File: src/rtl/tocc_map.vh
/*
 Register map and field layout for the timer channel 2 output-compare control.
 Assumes inclusion by tocc_top.v and by the self-checking bench.
*/
`ifndef TOCC_MAP_VH
`define TOCC_MAP_VH
`define TOCC_CTRL_ADDR    8'h18
`define TOCC_COMPARE_ADDR 8'h38
`define TOCC_STATUS_ADDR  8'h40
`define TOCC_CTRL_RESET   16'h0000
`define TOCC_CLEAR_BIT    15
`define TOCC_MODE_HI      14
`define TOCC_MODE_LO      12
`define TOCC_PRELOAD_BIT  11
`define TOCC_FAST_BIT     10
`define TOCC_DIR_HI       9
`define TOCC_DIR_LO       8
`define TOCC_DIR_OUTPUT   2'h0
`define TOCC_MODE_FREEZE  3'h0
`define TOCC_MODE_SET     3'h1
`define TOCC_MODE_CLR     3'h2
`define TOCC_MODE_TOGGLE  3'h3
`define TOCC_MODE_LOW     3'h4
`define TOCC_MODE_HIGH    3'h5
`define TOCC_MODE_PWM1    3'h6
`define TOCC_MODE_PWM2    3'h7
`define TOCC_RESP_OKAY    2'h0
`define TOCC_RESP_SLVERR  2'h2
`endif

File: src/rtl/tocc_top.v
/*
 Channel 2 output-compare control of a general-purpose timer, with an
 AXI4-Lite register slave. Registers, by byte address:
   0x18 control: bit 15 clear enable, 14:12 output mode, 11 compare
        preload enable, 10 stored without effect, 9:8 direction,
        7:0 stored without effect
   0x38 compare value: the preload copy while preload is on,
        otherwise the active shadow copy
   0x40 status, read only: bit 0 main output, 1 complementary
        output, 2 compare direction, 3 synchronised trigger,
        4 reference
 Unmapped addresses answer SLVERR, read zero and change nothing.
 Write response one cycle after the later of address and data;
 read data one cycle after the address. Reference and outputs move
 one edge after their inputs; the trigger adds two sync edges.
 Limitation: the direction field is writable at any time, and PWM
 without preload is only meant for one-pulse operation.
 Assumes the core counter, its direction, the update event and the
 polarity bits come from timer logic on aclk; the filtered external
 trigger comes from outside and is synchronised here.
*/
`timescale 1ns/1ps
`include "tocc_map.vh"
module tocc_top #(
    parameter CNT_W = 16
) (
    input  wire             aclk,
    input  wire             aresetn,
    input  wire [7:0]       s_axi_awaddr,
    input  wire             s_axi_awvalid,
    output reg              s_axi_awready,
    input  wire [31:0]      s_axi_wdata,
    input  wire [3:0]       s_axi_wstrb,
    input  wire             s_axi_wvalid,
    output reg              s_axi_wready,
    output reg  [1:0]       s_axi_bresp,
    output reg              s_axi_bvalid,
    input  wire             s_axi_bready,
    input  wire [7:0]       s_axi_araddr,
    input  wire             s_axi_arvalid,
    output reg              s_axi_arready,
    output reg  [31:0]      s_axi_rdata,
    output reg  [1:0]       s_axi_rresp,
    output reg              s_axi_rvalid,
    input  wire             s_axi_rready,
    input  wire [CNT_W-1:0] core_count,
    input  wire             count_down,
    input  wire             update_event,
    input  wire             ch2_output_polarity,
    input  wire             ch2_complementary_polarity,
    input  wire             filtered_external_trigger,
    output reg              ch2_output_reference,
    output reg              ch2_main_output,
    output reg              ch2_complementary_output,
    output reg              ch2_compare_mode_active
);

    reg  [15:0]      ctrl;
    reg  [CNT_W-1:0] compare_preload;
    reg  [CNT_W-1:0] compare_shadow;
    reg              trig_meta;
    reg              trig_sync;
    reg              aw_held;
    reg              w_held;
    reg  [7:0]       aw_addr;
    reg  [31:0]      w_data;
    reg  [3:0]       w_strb;
    reg              next_ref;
    reg  [31:0]      next_rdata;
    reg  [1:0]       next_rresp;

    wire ch2_reference_clear_enable = ctrl[`TOCC_CLEAR_BIT];
    wire [2:0] ch2_output_mode_field = ctrl[`TOCC_MODE_HI:`TOCC_MODE_LO];
    wire ch2_compare_preload_enable = ctrl[`TOCC_PRELOAD_BIT];
    wire [1:0] ch2_direction_select = ctrl[`TOCC_DIR_HI:`TOCC_DIR_LO];
    wire is_output = (ch2_direction_select == `TOCC_DIR_OUTPUT);
    wire match = (core_count == compare_shadow);
    wire above = (core_count > compare_shadow);
    wire aw_ok = aw_held || s_axi_awvalid;
    wire w_ok  = w_held || s_axi_wvalid;
    wire do_write = aw_ok && w_ok && !s_axi_bvalid;
    wire [7:0]  wr_addr = aw_held ? aw_addr : s_axi_awaddr;
    wire [31:0] wr_data = w_held ? w_data : s_axi_wdata;
    wire [3:0]  wr_strb = w_held ? w_strb : s_axi_wstrb;

    // Byte-lane merge shared by every writable register
    function [31:0] merge;
        input [31:0] old;
        input [31:0] data;
        input [3:0]  strb;
        integer i;
        begin
            merge = old;
            for (i = 0; i < 4; i = i + 1) begin
                if (strb[i]) begin
                    merge[i*8 +: 8] = data[i*8 +: 8];
                end
            end
        end
    endfunction

    // Address decode, shared by the write and read paths except addr_status, which only reads use
    function addr_ctrl;
        input [7:0] a;
        begin
            addr_ctrl = (a == `TOCC_CTRL_ADDR);
        end
    endfunction

    function addr_compare;
        input [7:0] a;
        begin
            addr_compare = (a == `TOCC_COMPARE_ADDR);
        end
    endfunction

    function addr_status;
        input [7:0] a;
        begin
            addr_status = (a == `TOCC_STATUS_ADDR);
        end
    endfunction

    // Mode 2 is mode 1 inverted; counting down inverts both
    function pwm_level;
        input gt;
        input down;
        input second;
        begin
            pwm_level = (down ^ second) ? gt : !gt;
        end
    endfunction

    // Polarity bit set inverts the active level of that output
    function pol_apply;
        input level;
        input invert;
        begin
            pol_apply = level ^ invert;
        end
    endfunction

    // Write target, from the held or the live address
    wire        wr_hit_ctrl = addr_ctrl(wr_addr);
    wire        wr_hit_cmp  = addr_compare(wr_addr);
    wire        wr_hit_any  = wr_hit_ctrl || wr_hit_cmp;

    // Status word; reading it has no side effect
    wire [31:0] status_word = {27'h0, ch2_output_reference, trig_sync,
                               ch2_compare_mode_active, ch2_complementary_output,
                               ch2_main_output};

    wire [31:0] ctrl_merged = merge({16'h0000, ctrl}, wr_data, wr_strb);
    wire [31:0] cmp_visible = ch2_compare_preload_enable ?
                              {{(32-CNT_W){1'b0}}, compare_preload} :
                              {{(32-CNT_W){1'b0}}, compare_shadow};
    wire [31:0] cmp_merged = merge(cmp_visible, wr_data, wr_strb);

    // Trigger comes from a pin, so two stages before use
    always @(posedge aclk) begin
        if (!aresetn) begin
            trig_meta <= 1'b0;
            trig_sync <= 1'b0;
        end else begin
            trig_meta <= filtered_external_trigger;
            trig_sync <= trig_meta;
        end
    end

    // Write channel: address and data taken in either order
    always @(posedge aclk) begin
        if (!aresetn) begin
            s_axi_awready <= 1'b1;
            s_axi_wready  <= 1'b1;
            s_axi_bvalid  <= 1'b0;
            s_axi_bresp   <= `TOCC_RESP_OKAY;
            aw_held       <= 1'b0;
            w_held        <= 1'b0;
            aw_addr       <= 8'h00;
            w_data        <= 32'h00000000;
            w_strb        <= 4'h0;
        end else begin
            if (s_axi_awvalid && s_axi_awready) begin
                aw_addr <= s_axi_awaddr;
            end
            if (s_axi_wvalid && s_axi_wready) begin
                w_data <= s_axi_wdata;
                w_strb <= s_axi_wstrb;
            end
            if (do_write) begin
                aw_held       <= 1'b0;
                w_held        <= 1'b0;
                s_axi_awready <= 1'b0;
                s_axi_wready  <= 1'b0;
                s_axi_bvalid  <= 1'b1;
                if (wr_hit_any) begin
                    s_axi_bresp <= `TOCC_RESP_OKAY;
                end else begin
                    s_axi_bresp <= `TOCC_RESP_SLVERR;
                end
            end else begin
                if (s_axi_awvalid && s_axi_awready) begin
                    aw_held       <= 1'b1;
                    s_axi_awready <= 1'b0;
                end
                if (s_axi_wvalid && s_axi_wready) begin
                    w_held       <= 1'b1;
                    s_axi_wready <= 1'b0;
                end
                if (s_axi_bvalid && s_axi_bready) begin
                    s_axi_bvalid  <= 1'b0;
                    s_axi_awready <= 1'b1;
                    s_axi_wready  <= 1'b1;
                end
            end
        end
    end

    // Registers: control word and the two compare copies
    always @(posedge aclk) begin
        if (!aresetn) begin
            ctrl            <= `TOCC_CTRL_RESET;
            compare_preload <= {CNT_W{1'b0}};
            compare_shadow  <= {CNT_W{1'b0}};
        end else begin
            if (do_write && wr_hit_ctrl) begin
                ctrl <= ctrl_merged[15:0];
            end
            if (ch2_compare_preload_enable) begin
                if (do_write && wr_hit_cmp) begin
                    compare_preload <= cmp_merged[CNT_W-1:0];
                end
                if (update_event) begin
                    compare_shadow <= compare_preload;
                end
            end else if (do_write && wr_hit_cmp) begin
                // Both copies follow so a later preload switch starts coherent
                compare_shadow  <= cmp_merged[CNT_W-1:0];
                compare_preload <= cmp_merged[CNT_W-1:0];
            end
        end
    end

    // Read channel decode
    always @* begin
        next_rdata = 32'h00000000;
        next_rresp = `TOCC_RESP_OKAY;
        if (addr_ctrl(s_axi_araddr)) begin
            next_rdata = {16'h0000, ctrl};
        end else if (addr_compare(s_axi_araddr)) begin
            next_rdata = cmp_visible;
        end else if (addr_status(s_axi_araddr)) begin
            next_rdata = status_word;
        end else begin
            next_rresp = `TOCC_RESP_SLVERR;
        end
    end

    always @(posedge aclk) begin
        if (!aresetn) begin
            s_axi_arready <= 1'b1;
            s_axi_rvalid  <= 1'b0;
            s_axi_rdata   <= 32'h00000000;
            s_axi_rresp   <= `TOCC_RESP_OKAY;
        end else if (s_axi_arvalid && s_axi_arready) begin
            s_axi_arready <= 1'b0;
            s_axi_rvalid  <= 1'b1;
            s_axi_rdata   <= next_rdata;
            s_axi_rresp   <= next_rresp;
        end else if (s_axi_rvalid && s_axi_rready) begin
            s_axi_rvalid  <= 1'b0;
            s_axi_arready <= 1'b1;
        end
    end

    // Reference level from the mode field
    always @* begin
        next_ref = ch2_output_reference;
        case (ch2_output_mode_field)
            `TOCC_MODE_FREEZE: next_ref = ch2_output_reference;
            `TOCC_MODE_SET: begin
                if (match) begin
                    next_ref = 1'b1;
                end
            end
            `TOCC_MODE_CLR: begin
                if (match) begin
                    next_ref = 1'b0;
                end
            end
            `TOCC_MODE_TOGGLE: begin
                if (match) begin
                    next_ref = !ch2_output_reference;
                end
            end
            `TOCC_MODE_LOW:  next_ref = 1'b0;
            `TOCC_MODE_HIGH: next_ref = 1'b1;
            `TOCC_MODE_PWM1: next_ref = pwm_level(above, count_down, 1'b0);
            `TOCC_MODE_PWM2: next_ref = pwm_level(above, count_down, 1'b1);
            default:         next_ref = ch2_output_reference;
        endcase
        // Capture direction leaves the reference idle
        if (!is_output) begin
            next_ref = 1'b0;
        end
        if (ch2_reference_clear_enable && trig_sync) begin
            next_ref = 1'b0;
        end
    end

    // Outputs move with the reference, so no extra lag at the pins
    always @(posedge aclk) begin
        if (!aresetn) begin
            ch2_output_reference     <= 1'b0;
            ch2_main_output          <= 1'b0;
            ch2_complementary_output <= 1'b0;
            ch2_compare_mode_active  <= 1'b0;
        end else begin
            ch2_output_reference     <= next_ref;
            ch2_main_output          <= pol_apply(next_ref, ch2_output_polarity);
            ch2_complementary_output <= pol_apply(!next_ref,
                                                  ch2_complementary_polarity);
            ch2_compare_mode_active  <= is_output;
        end
    end

endmodule

File: config.mk
export PLATFORM = sky130hd
export DESIGN_NAME = tocc_top
export DESIGN_NICKNAME = d
export VERILOG_FILES = /design/src/rtl/tocc_top.v
export VERILOG_INCLUDE_DIRS = /design/src /design/src/rtl
export SDC_FILE = /design/constraint.sdc
export NUM_CORES = 1
export LEC_CHECK = 0
export BUFFER_PORTS_ARGS = -buffer_cell sky130_fd_sc_hd__buf_2
export CAP_MARGIN = 20
export CORE_MARGIN = 2
export CORE_UTILIZATION = 59
export CTS_CLUSTER_DIAMETER = 60
export DETAILED_ROUTE_END_ITERATION = 7
export PLACE_DENSITY_LB_ADDON = 0.25
export SETUP_SLACK_MARGIN = 0.4
export SLEW_MARGIN = 15
export SYNTH_ARGS = -nofsm -noshare
export SYNTH_HDL_FRONTEND = slang
export SYNTH_SLANG_ARGS = --single-unit
File: constraint.sdc
create_clock -name aclk -period 5 [get_ports aclk]
set_input_delay 0.75 -clock aclk [delete_from_list [all_inputs] [get_ports aclk]]
set_output_delay 0.75 -clock aclk [all_outputs]
set_load 0.03 [all_outputs]
### Yosys cells after proc, flatten, opt, wreduce, memory -nomap -nowiden

Index checks and enable logic that the tools add are counted.

| storage, ports and cells | value |
|---|---|
| bits in registers | 123 |
| logic and storage cells | 105 |

| operators by class | value |
|---|---|
| bitwise operators | 3 |
| mux-type cells | 36 |
| equality and inequality tests | 14 |
| $lt $le $gt $ge | 1 |
| reductions and logical operators | 28 |

Operator list:

| kind | count |
|---|---|
| two-way mux 16 bit | 7 |
| two-way mux 8 bit | 3 |
| two-way mux 1 bit | 19 |
| == test 16 bit | 1 |
| == test 8 x 5 -> 1 bit (second input constant) | 2 |
| == test 8 x 6 -> 1 bit (second input constant) | 2 |
| > comparator 16 bit | 1 |
| == test 3 bit (second input constant) | 4 |
| logical AND 1 bit | 10 |
| two-way mux 2 bit | 5 |
| == test 8 x 7 -> 1 bit (second input constant) | 1 |
| case mux 1 bit (8 select lines) | 1 |
| == test 3 x 2 -> 1 bit (second input constant) | 2 |
| AND reduction 2 bit | 3 |
| nonzero test 2 bit | 3 |
| nonzero test 3 bit | 2 |
| two-way mux 5 bit | 1 |
| logical NOT 1 bit | 4 |
| == test 3 x 1 -> 1 bit (second input constant) | 1 |
| logical NOT 3 bit | 1 |
| logical OR 1 bit | 3 |
| logical NOT 2 bit | 1 |
| inequality test 2 bit (second input constant) | 1 |
| OR reduction 2 bit | 1 |
| other kinds (2) | 3 |

### Logic depth before layout (Yosys ltp)

Gate-level depths: netlist (run 1).

| logic depth | value |
|---|---|
| depth in word-level cells | 8 |
| gate-level depth with buffers | 12 |
| depth with buffers taken out | 12 |

### Worst setup path after synthesis (run 1)

OpenSTA, ideal clock, no wires.

| timing path | value |
|---|---|
| path kind | input -> register |
| start | input port core_count[7] |
| end | register ch2_complementary_output |
| setup time | 127 ps |
| arrival time | 3071 ps |
| stages | 11 |
| setup slack | 1802 ps |
| data required time | 4873 ps |
| cell sequence | ha_1 > and4_1 > and3_1 > nand4_1 > ha_1 > nand2b_1 > a21o_1 > mux4_2 > nand2_1 > nor3_1 > or3_1 |

| between the ends | value |
|---|---|
| word-level cells in the longest chain between the ends | 8 |
| elaborated cells between the ends (all ways) | 13 |
| classes of those cells | order compare (1); eq/ne (1); mux (8); bitwise (1); reduce/logical (2) |

RTL lines:

| what | line | source |
|---|---|---|
| start, declared | tocc_top.v:46 | `input wire [CNT_W-1:0] core_count,` |
| > comparator 16 bit | tocc_top.v:78 | `wire above = (core_count > compare_shadow);` |
| logical NOT 1 bit | tocc_top.v:130 | `pwm_level = (down ^ second) ? gt : !gt;` |
| two-way mux 1 bit | tocc_top.v:130 |  |
| case mux 1 bit (8 select lines) (*) | tocc_top.v:279 | `case (ch2_output_mode_field)` |
| two-way mux 1 bit (*) | tocc_top.v:303 | `if (!is_output) begin` |
| two-way mux 1 bit (*) | tocc_top.v:306 | `if (ch2_reference_clear_enable && trig_sync) begin` |
| logical NOT 1 bit (*) | tocc_top.v:321 | `ch2_complementary_output <= pol_apply(!next_ref,` |
| XOR 1 bit (*) | tocc_top.v:139 | `pol_apply = level ^ invert;` |
| end signal, assigned | tocc_top.v:321 |  |
| end, declared | tocc_top.v:54 | `output reg ch2_complementary_output,` |

Mark *: on every way between the ends. The rest lies on a longest branch, timed or not.
A chain may end at the register's enable or synchronous reset.

### Worst setup path in the final report (run 1)

| timing path | value |
|---|---|
| start | input port core_count[14] |
| end | register ch2_complementary_output |

Same word-level chain as after synthesis.

==> results.yml, run 1 <==
timing:
  timing_hold_violations_final: 0
  max_freq_mhz: 289.7
  setup_viol_count_final: 0
  period_minus_slack_ns: 3.452
  grt_setup_unrepaired: "false"
  slew_violations: 0
  max_slew.worst_pin.slew_ns: 0.9990
  finalCritPeriodShare_pct: 69.04
  slew_headroom_pct: 31.98
  finClkSkew_ns: 0.01092
  hold-worst-slack_ns: 0.4581
  fin_setup_tns_ns: 0
die:
  ioPinCount: 125
  chipHeight_um: 100.4
  initial_utilization_pct: 60.23
  rows: 35
  dieArea_sq_um: 10090
  die_w_um: 100.4
  core_area_sq_um: 9109
drt:
  wl_mm: 13.70
  firstDrtPassIters: 7
  wl_per_cell_um: 16.73
  drtIter0Drc: 203
  num_vias: 4833
  postRouteAntennaNets: 0
  vias_per_cell: 5.901
  drcViolationCount: 0
setup_path:
  worstPathArrival_ns: 3.71
  rrSetupSlack_ns: 1.62
  end_kind: "flip-flop"
  cp.required_ns: 5.26
  cp_max_fo: 4
  r2r_cells: 12
  startpoint_type: "primary input"
  critical_path_class: "in2reg"
cts:
  postCtsResizedCells: 0
  path_clk_slew_ns: 0.10
  post-cts-setup-buffers: 0
  clk_latency_ns: 0.36
  htreeDepth: 3
  cts-root-buf: "clkbuf_8"
  clk_path_buf_depth: 2
  cts_tree: "done"
  holdBufCountCts: 0
  cts_buffers: 9
  cts.sinks: 105
status:
  status: "completed"
final_layout:
  antenna_cells: 0
  area_growth_pct: 11.49
  fin_nets: 802
  layout_commonest_cell: "dfxtp_1"
  final_cell_mix: "dfxtp_1, buf_2, nand2_1, nor2_1, mux2i_1"
  final_layout_size_suffix_gt1_share_pct: 19.21
  fin_cells: 819
  fillers: 760
placement:
  place.gp.congestion: 0.8970
  numPortBuffers: 88
  dp.cells: 804
  hpwl_mm: 9.762
yosys:
  syn_area_sq_um: 5487
  synth.avg_cell_area_sq_um: 8.586
  synthFlopType: "dfxtp_1"
  yosys_warnings: 0
  synth_top_area_cell: "dfxtp_1"
  synth-async-reset-ratio_pct: 0
  ys_seq_elements: 105
  synth.distinct_cells: 49
  ys_seq_area_share_pct: 38.31
  synthTopCellsByArea: "dfxtp_1, mux2i_1, nand2_1, nor2_1, ha_1"
  synth-edff-count: 0
  synth_top_area_share_pct: 38.31
  synthCells: 639
global_route:
  grt_pass1_vias: 4790
  grtUsageTotal_pct: 27.94
  overflow: 0
  grt_pass1_wl_mm: 22.60
  grt_antenna_before_repair: 0
  grt_max_degree: 57
power_and_ir_drop:
  p_leak_nw: 2.470
  p_per_area_nw_per_um2: 287.1
  ir_drop_uv: 164.7
  p_total_w: 0.001756
flow_run:
  maxCapViolCount: 0
worst_hold_path:
  hold_depth: 1
  hp-class: "reg2reg"
synthesized netlist by cell type, types with 5 or more instances:
master    number
o211ai_1      12
o21ai_0       13
and3_1        12
a211o_1       12
nor3_1         5
buf_2          7
mux2_2        18
dfxtp_1      105
nand2b_1       8
a221oi_1       6
a211oi_1      14
ha_1          18
nand3_1        9
nand2_1       79
nor2b_1       17
nor2_1        77
mux2i_1       51
a21oi_1       36
clkbuf_1      30
buf_4         18
inv_1         21
a21boi_0      23
registers in the layout, indices dropped and copies added, names as in the netlist, 2 cells and up:
name             cells
compare_shadow      16
compare_preload     16
w_data              16
s_axi_rdata         16
w_strb               2
ctrl                16
aw_addr              8
where the power goes:
part | switching [W] | internal, W | leakage, nW
combinational | 0.000170 | 0.0000995 | 1.50
sequential | 0.0000264 | 0.000868 | 0.857
clock | 0.000285 | 0.000308 | 0.112
cells by family after synthesis:
kind of cell / count (synthesis) / share of synthesized area (%)
AND/OR/NAND/NOR: 233 / 19.86
AO/OA/AOI/OAI: 131 / 16.62
flip-flops: 105 / 38.31
buffers and inverters: 79 / 6.796
multiplexers: 72 / 14.23
adder cells (fa/ha/maj): 18 / 4.105
other: 1 / 0.06835
cell type report:
| cell class | count | area [sq um] | area share (%) |
|---|---|---|---|
| Inverter | 21 | 78.83 | 1.289 |
| Sequential cell | 105 | 2103 | 34.38 |
| Clock buffer | 11 | 151.4 | 2.475 |
| Multi-Input combinational cell | 472 | 3075 | 50.28 |
| Timing Repair Buffer | 95 | 493.0 | 8.059 |
| Tap cell | 111 | 138.9 | 2.270 |
| Clock inverter | 4 | 76.32 | 1.248 |
critical path: stages:
cell and delay (ns):
buf_2 0.10, ha_1 0.32, nand4_1 0.14, nor3_1 0.27
nand4_1 0.29, ha_1 0.38, nand2b_1 0.17, a21o_1 0.19
mux4_2 0.52, nand2_1 0.13, nor3_1 0.07, or3_1 0.37
per-stage QoR:
step	setup slack [ns]	util, %	instance area [sq um]
finish	1.548	67.16	6117
global route	1.430	67.16	6117
CTS	1.568	67.16	6117
detailed placement	1.235	64.66	5889
global placement	1.372	64.66	5889
floorplan	1.802	-	5550
path summary, 6_finish.rpt:
kind | startpoint | endpoint
worst max-delay path | core_count[14] | ch2_complementary_output
worst min-delay path | trig_meta | trig_sync
worst max register to register | compare_shadow[14] | ch2_complementary_output
worst min register to register | trig_meta | trig_sync
metal layers:
metal	GRT usage (%)	share of wire, %	vias up	wire length (um)
li1	-	-	2320	-
met1	32.76	39	2320	5406
met2	51.01	53	168	7242
met3	4.457	5.1	25	697
met4	10.54	2.6	0	353
met5	0	0	-	0
(Power assumes the default switching activity.)
==> run 2: changes to the inputs <==
--- a/config.mk
+++ b/config.mk
@@ -9,7 +9,7 @@
 export BUFFER_PORTS_ARGS = -buffer_cell sky130_fd_sc_hd__buf_2
 export CAP_MARGIN = 20
 export CORE_MARGIN = 2
-export CORE_UTILIZATION = 59
+export CORE_UTILIZATION = 54
 export CTS_CLUSTER_DIAMETER = 60
 export DETAILED_ROUTE_END_ITERATION = 7
 export PLACE_DENSITY_LB_ADDON = 0.25
==> constraint.sdc (replaced) <==
create_clock -name aclk -period 3.4 [get_ports aclk]
set_input_delay 0.51 -clock aclk [delete_from_list [all_inputs] [get_ports aclk]]
set_output_delay 0.51 -clock aclk [all_outputs]
set_load 0.03 [all_outputs]
==> run 2 against run 1 <==
  * Sequential share of layout area fell by 1.1 points
  * Global-route usage fell by 2.4 points
  * Die area rose by 8.9%
==> results.yml, run 2 (synthesis results as in run 1) <==
global_route:
  overflow: 0
  grt_pass1_wl_mm: 22.47
  grtUsageTotal_pct: 25.50
  grt_max_degree: 49
  grt_antenna_before_repair: 0
  grt_pass1_vias: 4707
drt:
  num_vias: 4818
  wl_per_cell_um: 16.36
  drtIter0Drc: 225
  firstDrtPassIters: 5
  postRouteAntennaNets: 0
  wl_mm: 13.94
  drcViolationCount: 0
  vias_per_cell: 5.655
power_and_ir_drop:
  pwr-share-clk_pct: 33.7
  seqPwrFrac_pct: 50.2
  ir_drop_uv: 242.9
  p_total_w: 0.002604
  p_leak_nw: 2.531
  combPwrFrac_pct: 16.1
  p_per_area_nw_per_um2: 410.2
  power.share.switching_pct: 28.76
  intPower_w: 0.001855
  net-switching-power_w: 0.0007489
status:
  status: "completed"
final_layout:
  final_cell_mix: "dfxtp_1, buf_2, nand2_1, nor2_1, mux2i_1"
  multi_input_area_sq_um: 3196
  area_growth_pct: 15.69
  antenna_cells: 0
  final_layout_size_suffix_gt1_share_pct: 24.34
  final-seq-area_sq_um: 2113
  fin_nets: 812
  layout_commonest_cell: "dfxtp_1"
  fillers: 852
timing:
  grt_setup_unrepaired: "true"
  finalCritPeriodShare_pct: 90.40
  setup_viol_count_final: 0
  finClkSkew_ns: 0.01216
  slew_headroom_pct: 41.34
  timing_hold_violations_final: 0
  max_freq_mhz: 325.4
  post-route-worst-setup-slack_ns: 0.3264
  max_slew.worst_pin.slew_ns: 0.8799
  slew_violations: 0
  period_minus_slack_ns: 3.074
cts:
  path_clk_slew_ns: 0.10
  cts_buffers: 9
  clk_path_buf_depth: 2
  cts.sinks: 105
  htreeDepth: 3
  clk_latency_ns: 0.38
  cts_tree: "done"
  cts-root-buf: "clkbuf_8"
die:
  die_w_um: 104.8
  rows: 36
  chipHeight_um: 104.8
  dieArea_sq_um: 10980
  ioPinCount: 125
  core_area_sq_um: 9819
  initial_utilization_pct: 55.87
placement:
  hpwl_mm: 9.901
  place.gp.congestion: 0.8667
  pre_cts_slack_ns: -0.03458
  numPortBuffers: 88
setup_path:
  startpoint_type: "flip-flop"
  cp_max_fo: 3
  cp.required_ns: 3.66
  end_kind: "flip-flop"
  worstPathArrival_ns: 3.34
  critical_path_class: "reg2reg"
worst_hold_path:
  hp-class: "in2reg"
flow_run:
  maxCapViolCount: 0
[run 2: worst max-delay path, stage by stage, from the launching register on]
cell and delay, ns:
dfxtp_2 0.35, inv_2 0.05, ha_4 0.27, and4_1 0.21
and3_1 0.16, nand4_1 0.21, ha_1 0.37, nand2b_4 0.14
a21o_1 0.16, mux4_2 0.51, nand2_2 0.12, nor3_2 0.04
or3_1 0.37
[run 2: power groups by stage]
| stage | clock [W] | sequential [W] | combinational (W) |
|---|---|---|---|
| final | 0.000876 | 0.00131 | 0.000420 |
| after global routing | 0.000937 | 0.00131 | 0.000460 |
| after CTS | 0.000892 | 0.00131 | 0.000415 |
| after detailed placement | 0 | 0.00133 | 0.000407 |
| after global placement | 0 | 0.00133 | 0.000395 |
| after floorplan | 0 | 0.00137 | 0.000250 |
[run 2: timing repair]
action,CTS,global route
endpoints found under the setup margin,3,3
resized for setup,21,8
pin swaps,12,10
hold buffers,0,0
setup buffers,3,2
endpoints found under the hold margin,0,0
[run 2: layer usage]
layer / share of wire, % / track usage (%)
met1: 42 / 30.81
met2: 50 / 45.04
met3: 5.1 / 4.367
met4: 2.8 / 9.810
met5: 0 / 0
[run 2: worst paths after layout]
path / end / start / depth (start not counted) / slack (ns)
worst min-delay path: trig_meta / filtered_external_trigger / 2 / 0.34
worst max register to register: ch2_complementary_output / compare_shadow[5] / 12 / 0.33
worst min register to register: w_strb[0] / w_strb[0] / 2 / 0.46
worst max-delay path: ch2_complementary_output / compare_shadow[5] / 12 / 0.33
[run 2: per-stage QoR]
step / instances / instance area, sq um / TNS [ns] / hold slack [ns] / util, %
after floorplan: 656 / 5550 / 0 / 0.4119 / -
after global placement: 831 / 5954 / 0 / 0.4338 / 60.64
after detailed placement: 831 / 5954 / -0.03458 / 0.4479 / 60.64
after CTS: 850 / 6301 / 0 / 0.3322 / 64.17
after global routing: 852 / 6347 / 0 / 0.3436 / 64.64
final: 852 / 6347 / 0 / 0.3444 / 64.64
[run 2: final cells by class]
type / count / share of cell area (%)
Clock buffer: 9 / 1.952
Clock inverter: 7 / 1.597
Inverter: 21 / 1.242
Multi-Input combinational cell: 472 / 50.34
Sequential cell: 105 / 33.29
Tap cell: 133 / 2.622
Timing Repair Buffer: 105 / 8.949
